File: src/wake_pkg.sv
package wake_pkg;
  localparam int CLK_HZ = 40000000;
  // Times in microseconds as defaults
  localparam int T_BUS_US = 30;
  localparam int T_MON_US = 300;
  localparam int T_IGN_DEB_US = 150;
  localparam int T_STARTUP_US = 4000;
  localparam int T_RESET_US = 4000;
  localparam int CYC_PER_US = CLK_HZ / 1000000;
  localparam int BUS_WAKE_CYC = T_BUS_US * CYC_PER_US;
  localparam int MON_CYC = T_MON_US * CYC_PER_US;
  localparam int IGN_DEB_CYC = T_IGN_DEB_US * CYC_PER_US;
  localparam int STARTUP_CYC = T_STARTUP_US * CYC_PER_US;
  localparam int RESET_CYC = T_RESET_US * CYC_PER_US;
  localparam int CNT_W = 24;
  localparam int SPI_BITS = 16;
  localparam int CFG_LIN_EN = 12;
  localparam int CFG_SLEEP = 11;
  localparam int CFG_WDOG_DIS = 9;
  localparam int CFG_SRC_CTRL = 8;
  localparam int ST_SRC_HI = 15;
  localparam int ST_SRC_LO = 14;
  localparam logic [15:0] CFG_RESET = 16'h0000;
  localparam logic [1:0] SRC_NONE = 2'h0;
  localparam logic [1:0] SRC_IGN = 2'h2;
  localparam logic [1:0] SRC_BUS = 2'h3;
  localparam logic [1:0] SRC_OTHER = 2'h1;
  typedef enum logic [2:0] {
    M_SLEEP, M_POWERUP, M_STARTUP, M_ACTIVE
  } mode_e;
  typedef enum logic [1:0] {
    B_IDLE, B_LOW, B_STUCK
  } bus_e;
endpackage

File: src/spi_word_if.sv
`timescale 1ns/1ps
interface spi_word_if;
  logic [15:0] status_word;
  logic [15:0] cfg_word;
  logic cfg_strobe;
  logic read_strobe;
  logic enable;
  modport shifter (input status_word, input enable, output cfg_word,
    output cfg_strobe, output read_strobe);
  modport ctrl (output status_word, output enable, input cfg_word,
    input cfg_strobe, input read_strobe);
endinterface

File: src/spi_word_shifter.sv
`timescale 1ns/1ps
module spi_word_shifter
  import wake_pkg::*;
(
  input wire logic ref_clk,
  input wire logic rst_n,
  input wire logic sel_n,
  input wire logic sck,
  input wire logic mosi,
  output logic miso,
  spi_word_if.shifter port_w
);
  logic [1:0] sck_s, mosi_s;
  logic sck_d;
  logic sel_d;
  logic [15:0] shift;
  logic [4:0] count;
  logic [15:0] tx;

  always_ff @(posedge ref_clk or negedge rst_n) begin
    if (!rst_n) begin
      sck_s <= 2'h0;
      mosi_s <= 2'h0;
      sck_d <= 1'b0;
      sel_d <= 1'b1;
    end else begin
      sck_s <= {sck_s[0], sck};
      mosi_s <= {mosi_s[0], mosi};
      sck_d <= sck_s[1];
      sel_d <= sel_n;
    end
  end

  always_ff @(posedge ref_clk or negedge rst_n) begin
    if (!rst_n) begin
      shift <= 16'h0000;
      count <= 5'h00;
      tx <= 16'h0000;
      miso <= 1'b0;
      port_w.cfg_word <= 16'h0000;
      port_w.cfg_strobe <= 1'b0;
      port_w.read_strobe <= 1'b0;
    end else begin
      port_w.cfg_strobe <= 1'b0;
      port_w.read_strobe <= 1'b0;
      if (!port_w.enable) begin
        count <= 5'h00;
        miso <= 1'b0;
      end else if (sel_d && !sel_n) begin
        tx <= port_w.status_word;
        miso <= port_w.status_word[15];
        count <= 5'h00;
        port_w.read_strobe <= 1'b1;
      end else if (!sel_n && !sck_d && sck_s[1]) begin
        shift <= {shift[14:0], mosi_s[1]};
        count <= count + 5'h01;
      end else if (!sel_n && sck_d && !sck_s[1]) begin
        tx <= {tx[14:0], 1'b0};
        miso <= tx[14];
      end else if (!sel_d && sel_n) begin
        if (count == 5'(SPI_BITS)) begin
          port_w.cfg_word <= shift;
          port_w.cfg_strobe <= 1'b1;
        end
      end
    end
  end
endmodule

File: src/wake_power_seq.sv
`timescale 1ns/1ps
module wake_power_seq
  import wake_pkg::*;
#(
  parameter int BUS_WAKE_N = BUS_WAKE_CYC,
  parameter int MON_N = MON_CYC,
  parameter int IGN_DEB_N = IGN_DEB_CYC,
  parameter int STARTUP_N = STARTUP_CYC,
  parameter int RESET_N = RESET_CYC
) (
  input wire logic ref_clk,
  input wire logic rst_n,
  input wire logic bus_below_prewake,
  input wire logic bus_dominant,
  input wire logic ignition_wake_input,
  input wire logic supply_valid,
  input wire logic vs_undervoltage,
  input wire logic vs_below_min,
  input wire logic wdog_strap,
  input wire logic spi_select_n,
  input wire logic spi_sck,
  input wire logic spi_mosi,
  input wire logic scan_pulse_y,
  input wire logic switch_change,
  input wire logic [7:0] source_enable_x,
  input wire logic [7:0] source_irq_enable_x,
  output logic spi_miso,
  output logic interrupt_request_n,
  output logic mcu_reset_out_n,
  output logic regulator_en,
  output logic termination_en,
  output logic receiver_en,
  output logic transceiver_en,
  output logic switch_unit_en,
  output logic watchdog_en,
  output logic low_power,
  output logic wake_source_bit_hi,
  output logic wake_source_bit_lo
);
  spi_word_if port_w ();
  logic [2:0] s_prewake, s_dom, s_ign, s_uv, s_min, s_sel, s_scan, s_sw;
  logic [1:0] s_valid, s_strap;
  logic prewake, dom, ign, uv, vmin, sel_n, scan, valid, sw_chg;
  logic dom_q, ign_q;
  mode_e mode;
  bus_e bus_st;
  logic [CNT_W-1:0] bus_cnt, mon_cnt, ign_cnt, tim_cnt;
  logic [15:0] cfg;
  logic [1:0] src;
  logic bus_wake, bus_stuck_wake, ign_wake, ign_armed, mon_block;
  logic event_now, irq_pend, uv_q, wd_strap_q;

  function automatic logic [CNT_W-1:0] cnt_of(input int n);
    cnt_of = CNT_W'(n);
  endfunction

  // Pin synchronisers
  always_ff @(posedge ref_clk or negedge rst_n) begin
    if (!rst_n) begin
      s_prewake <= 3'h0;
      s_dom <= 3'h0;
      s_ign <= 3'h0;
      s_uv <= 3'h0;
      s_min <= 3'h0;
      s_sel <= 3'h7;
      s_scan <= 3'h0;
      s_sw <= 3'h0;
      s_valid <= 2'h0;
      s_strap <= 2'h0;
    end else begin
      s_prewake <= {s_prewake[1:0], bus_below_prewake};
      s_dom <= {s_dom[1:0], bus_dominant};
      s_ign <= {s_ign[1:0], ignition_wake_input};
      s_uv <= {s_uv[1:0], vs_undervoltage};
      s_min <= {s_min[1:0], vs_below_min};
      s_sel <= {s_sel[1:0], spi_select_n};
      s_scan <= {s_scan[1:0], scan_pulse_y};
      s_sw <= {s_sw[1:0], switch_change};
      s_valid <= {s_valid[0], supply_valid};
      s_strap <= {s_strap[0], wdog_strap};
    end
  end
  assign prewake = s_prewake[1];
  assign dom = s_dom[1];
  assign ign = s_ign[1];
  assign uv = s_uv[1];
  assign vmin = s_min[1];
  assign sel_n = s_sel[1];
  assign scan = s_scan[1];
  assign sw_chg = s_sw[1];
  assign valid = s_valid[1];
  assign dom_q = s_dom[2];
  assign ign_q = s_ign[2];

  // Bus wake detector, used in sleep and low-power
  always_ff @(posedge ref_clk or negedge rst_n) begin
    if (!rst_n) begin
      bus_st <= B_IDLE;
      bus_cnt <= '0;
      mon_cnt <= '0;
      bus_wake <= 1'b0;
      bus_stuck_wake <= 1'b0;
      receiver_en <= 1'b0;
      mon_block <= 1'b0;
    end else begin
      bus_wake <= 1'b0;
      bus_stuck_wake <= 1'b0;
      mon_block <= mon_block && prewake;
      if (!(mode == M_SLEEP || low_power) || cfg[CFG_LIN_EN]) begin
        bus_st <= B_IDLE;
        receiver_en <= 1'b0;
      end else begin
        case (bus_st)
          B_IDLE: begin
            bus_cnt <= '0;
            mon_cnt <= '0;
            if (prewake && !mon_block) begin
              bus_st <= B_LOW;
              receiver_en <= 1'b1;
            end
          end
          B_LOW: begin
            mon_cnt <= mon_cnt + 1'b1;
            if (dom) begin
              if (dom_q && bus_cnt < cnt_of(BUS_WAKE_N)) begin
                bus_cnt <= bus_cnt + 1'b1;
              end
            end else begin
              bus_cnt <= '0;
            end
            if (!dom && dom_q && bus_cnt >= cnt_of(BUS_WAKE_N)) begin
              bus_wake <= 1'b1;
              bus_st <= B_IDLE;
              receiver_en <= 1'b0;
            end else if (mon_cnt >= cnt_of(MON_N) - 1'b1) begin
              bus_st <= dom ? B_STUCK : B_IDLE;
              mon_block <= !dom;
              receiver_en <= 1'b0;
            end else if (!prewake && !dom) begin
              bus_st <= B_IDLE;
              receiver_en <= 1'b0;
            end
          end
          B_STUCK: begin
            if (!dom) begin
              bus_stuck_wake <= 1'b1;
              bus_st <= B_IDLE;
            end
          end
          default: bus_st <= B_IDLE;
        endcase
      end
    end
  end

  // Ignition debounce, re-armed after low for debounce time
  always_ff @(posedge ref_clk or negedge rst_n) begin
    if (!rst_n) begin
      ign_cnt <= '0;
      ign_wake <= 1'b0;
      ign_armed <= 1'b1;
    end else begin
      ign_wake <= 1'b0;
      if (ign != ign_q) begin
        ign_cnt <= '0;
      end else if (ign_cnt < cnt_of(IGN_DEB_N)) begin
        ign_cnt <= ign_cnt + 1'b1;
      end
      if (ign && ign_armed && ign_cnt == cnt_of(IGN_DEB_N) - 1'b1) begin
        ign_wake <= 1'b1;
        ign_armed <= 1'b0;
      end else if (!ign && ign_cnt == cnt_of(IGN_DEB_N) - 1'b1) begin
        ign_armed <= 1'b1;
      end
    end
  end

  // Strap captured during power-up, before reset release
  always_ff @(posedge ref_clk or negedge rst_n) begin
    if (!rst_n) begin
      wd_strap_q <= 1'b0;
    end else if (mode == M_POWERUP) begin
      wd_strap_q <= s_strap[1];
    end
  end

  // Mode sequencer and reset timer
  always_ff @(posedge ref_clk or negedge rst_n) begin
    if (!rst_n) begin
      mode <= M_POWERUP;
      tim_cnt <= '0;
      mcu_reset_out_n <= 1'b0;
      regulator_en <= 1'b1;
      termination_en <= 1'b0;
    end else begin
      case (mode)
        M_SLEEP: begin
          mcu_reset_out_n <= 1'b0;
          tim_cnt <= '0;
          if (bus_wake || bus_stuck_wake || ign_wake) begin
            regulator_en <= 1'b1;
            termination_en <= 1'b1;
            mode <= M_POWERUP;
          end
        end
        M_POWERUP: begin
          tim_cnt <= '0;
          if (valid) begin
            mode <= M_STARTUP;
          end
        end
        M_STARTUP: begin
          tim_cnt <= tim_cnt + 1'b1;
          if (tim_cnt >= cnt_of(termination_en ? STARTUP_N : RESET_N)
              - 1'b1) begin
            mcu_reset_out_n <= 1'b1;
            mode <= M_ACTIVE;
          end
        end
        M_ACTIVE: begin
          termination_en <= 1'b1;
          if (port_w.cfg_strobe && port_w.cfg_word[CFG_SLEEP]) begin
            mode <= M_SLEEP;
            regulator_en <= 1'b0;
            mcu_reset_out_n <= 1'b0;
            termination_en <= 1'b0;
          end
        end
        default: mode <= M_POWERUP;
      endcase
    end
  end

  // Configuration register, taken only when SPI is ready
  always_ff @(posedge ref_clk or negedge rst_n) begin
    if (!rst_n) begin
      cfg <= CFG_RESET;
    end else if (mode != M_ACTIVE) begin
      cfg <= CFG_RESET;
    end else if (port_w.cfg_strobe) begin
      cfg <= port_w.cfg_word;
    end
  end
  assign port_w.enable = (mode == M_ACTIVE) && !uv;

  // Wake source record, cleared after first status read
  always_ff @(posedge ref_clk or negedge rst_n) begin
    if (!rst_n) begin
      src <= SRC_NONE;
    end else if (bus_wake || bus_stuck_wake) begin
      src <= SRC_BUS;
    end else if (ign_wake) begin
      src <= SRC_IGN;
    end else if ((sw_chg && low_power) || (uv && !uv_q && mode == M_ACTIVE)) begin
      src <= SRC_OTHER;
    end else if (port_w.read_strobe) begin
      src <= SRC_NONE;
    end
  end
  assign port_w.status_word = {src, 1'b0, cfg[CFG_LIN_EN], 12'h000};

  // Events and interrupt line
  assign event_now = bus_wake || bus_stuck_wake || ign_wake
    || (sw_chg && low_power && |(source_enable_x & source_irq_enable_x))
    || (uv && !uv_q && mode == M_ACTIVE);
  always_ff @(posedge ref_clk or negedge rst_n) begin
    if (!rst_n) begin
      uv_q <= 1'b0;
      irq_pend <= 1'b0;
      interrupt_request_n <= 1'b1;
    end else begin
      uv_q <= (mode == M_SLEEP && !vmin) ? uv_q : uv;
      if (event_now) begin
        irq_pend <= 1'b1;
      end else if (port_w.read_strobe) begin
        irq_pend <= 1'b0;
      end
      interrupt_request_n <= !(irq_pend || event_now);
    end
  end

  // Peripheral enables; transceiver and switch unit inhibited under undervoltage
  always_ff @(posedge ref_clk or negedge rst_n) begin
    if (!rst_n) begin
      transceiver_en <= 1'b0;
      switch_unit_en <= 1'b0;
      watchdog_en <= 1'b0;
      low_power <= 1'b0;
      wake_source_bit_hi <= 1'b0;
      wake_source_bit_lo <= 1'b0;
    end else begin
      transceiver_en <= mode == M_ACTIVE && cfg[CFG_LIN_EN] && !uv;
      switch_unit_en <= mode == M_ACTIVE && !uv
        && (cfg[CFG_SRC_CTRL] || scan) && |source_enable_x;
      watchdog_en <= mode == M_ACTIVE && (cfg[CFG_WDOG_DIS] ? 1'b0 :
        (cfg == CFG_RESET ? wd_strap_q : 1'b1));
      low_power <= mode == M_ACTIVE && sel_n && !cfg[CFG_LIN_EN]
        && !cfg[CFG_SRC_CTRL] && !scan && !watchdog_en;
      wake_source_bit_hi <= src[1];
      wake_source_bit_lo <= src[0];
    end
  end

  spi_word_shifter shifter (
    .ref_clk(ref_clk),
    .rst_n(rst_n),
    .sel_n(sel_n),
    .sck(spi_sck),
    .mosi(spi_mosi),
    .miso(spi_miso),
    .port_w(port_w.shifter)
  );
endmodule

File: config.mk
export PLATFORM = sky130hd
export DESIGN_NAME = wake_power_seq
export DESIGN_NICKNAME = d
export VERILOG_FILES = /design/src/wake_pkg.sv /design/src/spi_word_if.sv /design/src/spi_word_shifter.sv /design/src/wake_power_seq.sv
export SDC_FILE = /design/constraint.sdc
export NUM_CORES = 1
export LEC_CHECK = 0
export BUFFER_PORTS_ARGS = -buffer_cell sky130_fd_sc_hd__buf_2
export CAP_MARGIN = 20
export CORE_ASPECT_RATIO = 0.6
export CORE_MARGIN = 5
export CORE_UTILIZATION = 55
export CTS_CLUSTER_SIZE = 25
export DETAILED_ROUTE_END_ITERATION = 7
export MAX_ROUTING_LAYER = met4
export PLACE_DENSITY_LB_ADDON = 0.12
export SKIP_CTS_REPAIR_TIMING = 1
export SYNTH_ARGS = -nofsm -noshare
export SYNTH_HDL_FRONTEND = slang
export SYNTH_SLANG_ARGS = --single-unit
File: constraint.sdc
create_clock -name ref_clk -period 6.5 [get_ports ref_clk]
set_clock_uncertainty 0.15 [all_clocks]
set_input_delay 0.975 -clock ref_clk [delete_from_list [all_inputs] [get_ports ref_clk]]
set_output_delay 0.975 -clock ref_clk [all_outputs]
set_load 0.005 [all_outputs]
Word level (Yosys, flattened, before mapping)
Cells that the tools add are included.
- add/sub/neg operators: 5
- order comparisons: 5
- eq/ne operators: 21
- multiplexer cells: 74
- bitwise logic cells: 5
- reduce and logical (&&, ||, !) cells: 87
- operators with widths (operator ; number):
    24-bit one-hot mux with 2 select lines ; 3
    24-bit by 1-bit adder with 24-bit output, second input constant ; 4
    24-bit 2-to-1 mux ; 4
    15-bit 2-to-1 mux ; 3
    1-bit 2-to-1 mux ; 38
    1-bit logical AND ; 32
    16-bit 2-to-1 mux ; 2
    24-bit by 13-bit == test with 1-bit output, second input constant ; 1
    24-bit by 11-bit greater-or-equal comparator with 1-bit output, second input constant ; 1
    24-bit by 14-bit greater-or-equal comparator with 1-bit output, second input constant ; 1
    24-bit by 18-bit greater-or-equal comparator with 1-bit output, second input constant ; 1
    24-bit by 11-bit less-than comparator with 1-bit output, second input constant ; 1
    24-bit by 13-bit less-than comparator with 1-bit output, second input constant ; 1
    2-bit 2-to-1 mux ; 11
    3-bit AND reduction ; 7
    3-bit != test, second input constant ; 6
    1-bit logical NOT ; 17
    16-bit logical NOT ; 1
    2-bit nonzero test ; 8
    8-bit OR reduction ; 2
    5-bit 2-to-1 mux ; 3
    3-bit 2-to-1 mux ; 4
    3-bit one-hot mux with 4 select lines ; 1
    1-bit logical OR ; 9
    24 further kinds ; 36
- flip-flop bits (word level): 221
- input port bits: 30

Depth between registers and ports, before layout
- depth in word-level cells: 7
- depth in mapped cells: 8
- gate-level depth less buffers: 7

Cells and area by module
Synthesis repeated with hierarchy kept, for this count alone.
- cell total of the unflattened synthesis: 837
- area, all modules: 9663.0 sq um
- modules (own cells, without submodules) (module ; times used ; cells each ; area an instance (sq um) ; seq. area each (sq um)):
    wake_power_seq ; 1 ; 671 ; 7129.3 ; 3986.3
    spi_word_shifter ; 1 ; 166 ; 2533.7 ; 1527.7

Worst setup path after synthesis
OpenSTA, ideal clock, no wires.
- path type: flip-flop to flip-flop
- from: register mode[0]
- to: register bus_cnt[8]
- library setup time: 0.095 ns
- arrival time: 1.985 ns
- data required time: 6.255 ns
- slack: 4.270 ns
- cell stages (with the launch flop): 8
- path buffers: 1
- cell sequence: dfstp_2 -> inv_1 -> ha_1 -> o21bai_1 -> or2_0 -> clkbuf_1 -> o311ai_0 -> o31ai_1
- cells in the longest elaborated chain, start to end: 6
- ends and longest elaborated chain (item ; line ; source):
    start, declared ; wake_power_seq.sv:45 ; mode_e mode;
    start signal, assigned ; wake_power_seq.sv:190 ; mode <= M_POWERUP;
    start signal, assigned ; wake_power_seq.sv:203 ; mode <= M_POWERUP;
    start signal, assigned ; wake_power_seq.sv:209 ; mode <= M_STARTUP;
    3-bit logical NOT ; wake_power_seq.sv:109 ; if (!(mode == M_SLEEP || low_power) || cfg[CFG_LIN_EN]) begin
    1-bit logical OR ; wake_power_seq.sv:109 ;
    1-bit logical NOT ; wake_power_seq.sv:109 ;
    1-bit logical OR ; wake_power_seq.sv:109 ;
    1-bit inverter (no line) ; -- ;
    3-bit AND reduction (no line) ; -- ;
    end signal, assigned ; wake_power_seq.sv:126 ; bus_cnt <= bus_cnt + 1'b1;
    end, declared ; wake_power_seq.sv:47 ; logic [CNT_W-1:0] bus_cnt, mon_cnt, ign_cnt, tim_cnt;
Every way passes these cells.
A chain may end at the register's enable or synchronous reset.

Worst setup path in the final report
- from: register mode[0]
- to: register mon_cnt[10]
- cells in the longest elaborated chain, start to end: 6
- ends and longest elaborated chain (item ; line ; source):
    3-bit logical NOT ; wake_power_seq.sv:109 ;
    1-bit logical OR ; wake_power_seq.sv:109 ;
    1-bit logical NOT ; wake_power_seq.sv:109 ;
    1-bit logical OR ; wake_power_seq.sv:109 ;
    1-bit inverter (no line) ; -- ;
    2-bit AND reduction (no line) ; -- ;
    end signal, assigned ; wake_power_seq.sv:123 ; mon_cnt <= mon_cnt + 1'b1;
    end, declared ; wake_power_seq.sv:47 ;
Every way passes these cells.

==> Flow_metrics.wiki <==
{| class="wikitable"
! Metric !! Value
|-
| Max-slew headroom at the worst pin || 23.6%
|-
| Most common flop cell mapped by yosys || sky130_fd_sc_hd__dfrtp_1
|-
| Post-synthesis cell type count || 62
|-
| Final WL || 17900 um
|-
| Antenna violations before repair || 0
|-
| ANT cells || 0
|-
| Starting density of the core || 55.7%
|-
| Most frequent cells after synthesis || sky130_fd_sc_hd__dfrtp_1, sky130_fd_sc_hd__nor2_1, sky130_fd_sc_hd__nand2_1
|-
| Cell count after synthesis || 796
|-
| GRT Util Overall || 19.9%
|-
| Most frequently used cell type in the post-synthesis netlist || sky130_fd_sc_hd__dfrtp_1
|-
| Compound-cell area share of the yosys netlist || 6.19%
|-
| ANT nets after route || 0
|-
| Placeable core area || 16100 um^2
|-
| Reg-to-reg critical path startpoint || mode[0]$_DFFE_PN1P_
|-
| Synth async-reset ratio || 100%
|-
| Number of violations reported at the end of detailed-routing iteration 0 || 493
|-
| Share of synthesized cell area in full adder, half adder and majority cells || 1.67%
|-
| H-tree levels || 1
|-
| Critical path fanouts, max || 13
|-
| Kind of start point of the critical path || flop
|-
| Post-synthesis simple-gate area fraction || 21.0%
|-
| Register area share after synthesis || 58.1%
|-
| Dominant combinational cell family by area after synthesis || simple AND/OR/NAND/NOR gates
|-
| Setup repair after global routing missed its margin || false
|-
| Via count of the first global-routing pass || 6062
|-
| First-pass GRT wire length || 30600 um
|-
| Xor/xnor share of the synthesized area || 5.27%
|-
| Via density per instance || 5.73
|-
| Clock root buffer master || sky130_fd_sc_hd__clkbuf_16
|-
| Routed length per placed instance || 16.8 um
|-
| Highest achievable clock rate || 327 MHz
|-
| Chip width || 175 um
|-
| Type of the tightest min-delay check || flop to flop
|-
| Share of cell area taken by muxes after synthesis || 6.41%
|-
| Hold Violations, Final || 0
|-
| Syn-to-layout area delta || 13.0%
|-
| Net count, final || 888
|-
| Leak pwr || 4.57 nW
|-
| Power density over cell area || 268 nW/um^2
|-
| Clock insertion delay at the later pin of the skew report || 490 ps
|-
| Area share of the leading cell type in the synthesized netlist || 56.0%
|-
| Max-cap violation count || 0
|-
| Endpoint of the most critical register-to-register path || mon_cnt[10]$_DFFE_PN0P_
|-
| TritonCTS clock tree || built
|-
| Count of synthesis-stage warnings from yosys || 0
|-
| Depth of the worst hold-timing path || 0
|-
| Arr. time, crit path || 3320 ps
|-
| Synth area leader || sky130_fd_sc_hd__dfrtp_1
|-
| DR DRC count || 0
|-
| DRT Pass-1 Iters || 5
|-
| Detail Placement HPWL || 12300 um
|-
| Fillers || 1270
|-
| Area contributors post-synth || sky130_fd_sc_hd__dfrtp_1, sky130_fd_sc_hd__mux2_2, sky130_fd_sc_hd__xor2_1
|-
| Average size of a mapped cell || 11.3 um^2
|-
| Maximum resistive drop on vdd || 196 uV
|-
| Bufs on Longest Clock Path || 3
|-
| Final-report max-slew violation count || 0
|-
| Count of state elements after synthesis || 208
|-
| Hold Path End || s_ign[1]$_DFF_PN0_
|-
| Count of buffers inserted at the top-level ports || 41
|-
| Endpoint required time on the critical path || 6770 ps
|-
| Site Rows || 36
|-
| Hold path start || s_ign[0]$_DFF_PN0_
|-
| Vias || 6130
|-
| Worst-case register-to-register setup slack || 3440 ps
|-
| Critical path class || flop to flop
|-
| Worst Max-Slew Pin Slew || 1140 ps
|-
| Total die area || 19100 um^2
|-
| Clock period minus worst slack || 3060 ps
|-
| Setup TNS || 0 ps
|-
| Count of clock tree sinks || 208
|-
| Share of post-route cells with drive strength above 1 || 16.0%
|-
| Height of the die || 109 um
|-
| Final count of negative-setup-slack endpoints || 0
|-
| Routability congestion estimate from global placement || 0.879
|-
| Net Count, Synth || 838
|-
| Boundary pin count || 42
|-
| Number of flops mapped to enable cells by yosys || 0
|-
| Total chip power || 2.72 mW
|-
| Cell count of the worst reg-to-reg path || 7
|-
| Clock slew at the register clock pins of the worst setup and hold paths || 60 ps
|-
| Gr ovfl total || 0
|-
| Summed instance area of the synthesized netlist || 8980 um^2
|-
| Number of buffers inserted during clock tree synthesis || 20
|-
| Pin count of the biggest net entering global routing || 76
|-
| Critical Path End Type || flop
|-
| Result of the run || complete, no violations
|-
| Final critical-path share of the clock period || 47.0%
|}
==> worst max-delay path by stage <==
stage / startpoint / endpoint / slack, ps
floorplan: mode[0]$_DFFE_PN1P_ / bus_cnt[8]$_DFFE_PN0P_ / 4270
global placement: mode[1]$_DFFE_PN0P_ / mon_cnt[18]$_DFFE_PN0P_ / 3610
detailed placement: mode[1]$_DFFE_PN0P_ / mon_cnt[10]$_DFFE_PN0P_ / 3420
CTS: mode[1]$_DFFE_PN0P_ / mon_cnt[10]$_DFFE_PN0P_ / 3390
global route: mode[0]$_DFFE_PN1P_ / mon_cnt[5]$_DFFE_PN0P_ / 3160
finish: mode[0]$_DFFE_PN1P_ / mon_cnt[10]$_DFFE_PN0P_ / 3440
==> cell families after synthesis <==
group / after synthesis
flip-flops: 208
AO/OA/AOI/OAI: 81
adder cells (fa/ha/maj): 12
buffers and inverters: 33
AND/OR/NAND/NOR: 355
XOR/XNOR: 54
multiplexers: 53
==> placed cells by master (no fill, tap or decap), drive strengths merged, types with 3 or more instances in the layout <==
cell / synthesis / layout
dfrtp: 201 / 201
nand2b: 9 / 9
o21ai: 19 / 19
a22oi: 4 / 4
and3: 10 / 10
xor2: 35 / 35
a211oi: 4 / 4
or4: 8 / 8
a21o: 3 / 3
o31ai: 10 / 10
nor2: 80 / 80
nand3: 38 / 38
and2: 30 / 30
nor4: 21 / 21
nor4b: 3 / 3
nand2: 64 / 64
a31oi: 5 / 5
nor2b: 21 / 21
mux2: 36 / 36
buf: 2 / 46
xnor2: 19 / 19
clkbuf: 17 / 32
o211ai: 4 / 4
nor3b: 5 / 5
dfstp: 7 / 7
inv: 14 / 14
nand4: 28 / 28
mux2i: 17 / 17
a21oi: 14 / 14
ha: 12 / 12
nor3: 18 / 18
or3: 3 / 3
and4: 10 / 10
clkinv: 0 / 3
==> critical path: stages (launching register included) <==
cell	delay, ps
sky130_fd_sc_hd__dfstp_2	580
sky130_fd_sc_hd__inv_1	90
sky130_fd_sc_hd__ha_1	270
sky130_fd_sc_hd__o21bai_1	560
sky130_fd_sc_hd__or2_0	660
sky130_fd_sc_hd__nor2_1	300
sky130_fd_sc_hd__buf_6	240
sky130_fd_sc_hd__nor2_1	120
==> through the flow <==
step                utilization [%]  hold slack (ps)  worst slack (ps)  instances  cell area, um^2
floorplan                         -              181              4270        796             8980
global placement               58.3              184              3610       1029             9400
detailed placement             58.3              185              3420       1030             9410
CTS                            62.8              200              3390       1066            10100
global route                   62.9              205              3160       1069            10100
finish                         62.9              197              3440       1069            10100
==> where the power goes <==
group          internal, mW  switching (mW)  leakage, nW  total [mW]
combinational        0.0489          0.0949         1.40       0.144
sequential             1.33          0.0346         2.81        1.36
clock                 0.741           0.477        0.357        1.22
total                  2.12           0.606         4.57        2.72
==> routing by layer <==
| layer | track usage [%] | routed length [um] |
|---|---|---|
| met5 | - | 0 |
| met3 | 3.43 | 838 |
| met1 | 30.1 | 9150 |
| met4 | 3.81 | 333 |
| met2 | 28.9 | 7610 |
==> state kept, by name, indices dropped and copies added (netlist names), 3 cells and up <==
signal / count
s_ign: 3
shifter.tx: 3
shifter.count: 5
ign_cnt: 24
mon_cnt: 24
shifter.port_w.cfg_word: 16
cfg: 16
s_dom: 3
tim_cnt: 24
shifter.shift: 16
bus_cnt: 24
==> layout make-up <==
class                      instances  area, um^2  area share, %
clock inverter                     5        52.6          0.518
timing repair buffer              47         262           2.58
multi-input combinational        555        3640           35.9
tap                              209         262           2.58
sequential                       208        5210           51.4
inverter                          14        52.6          0.518
clock buffer                      31         663           6.54
No activity file was read; power rests on OpenSTA's default activity.
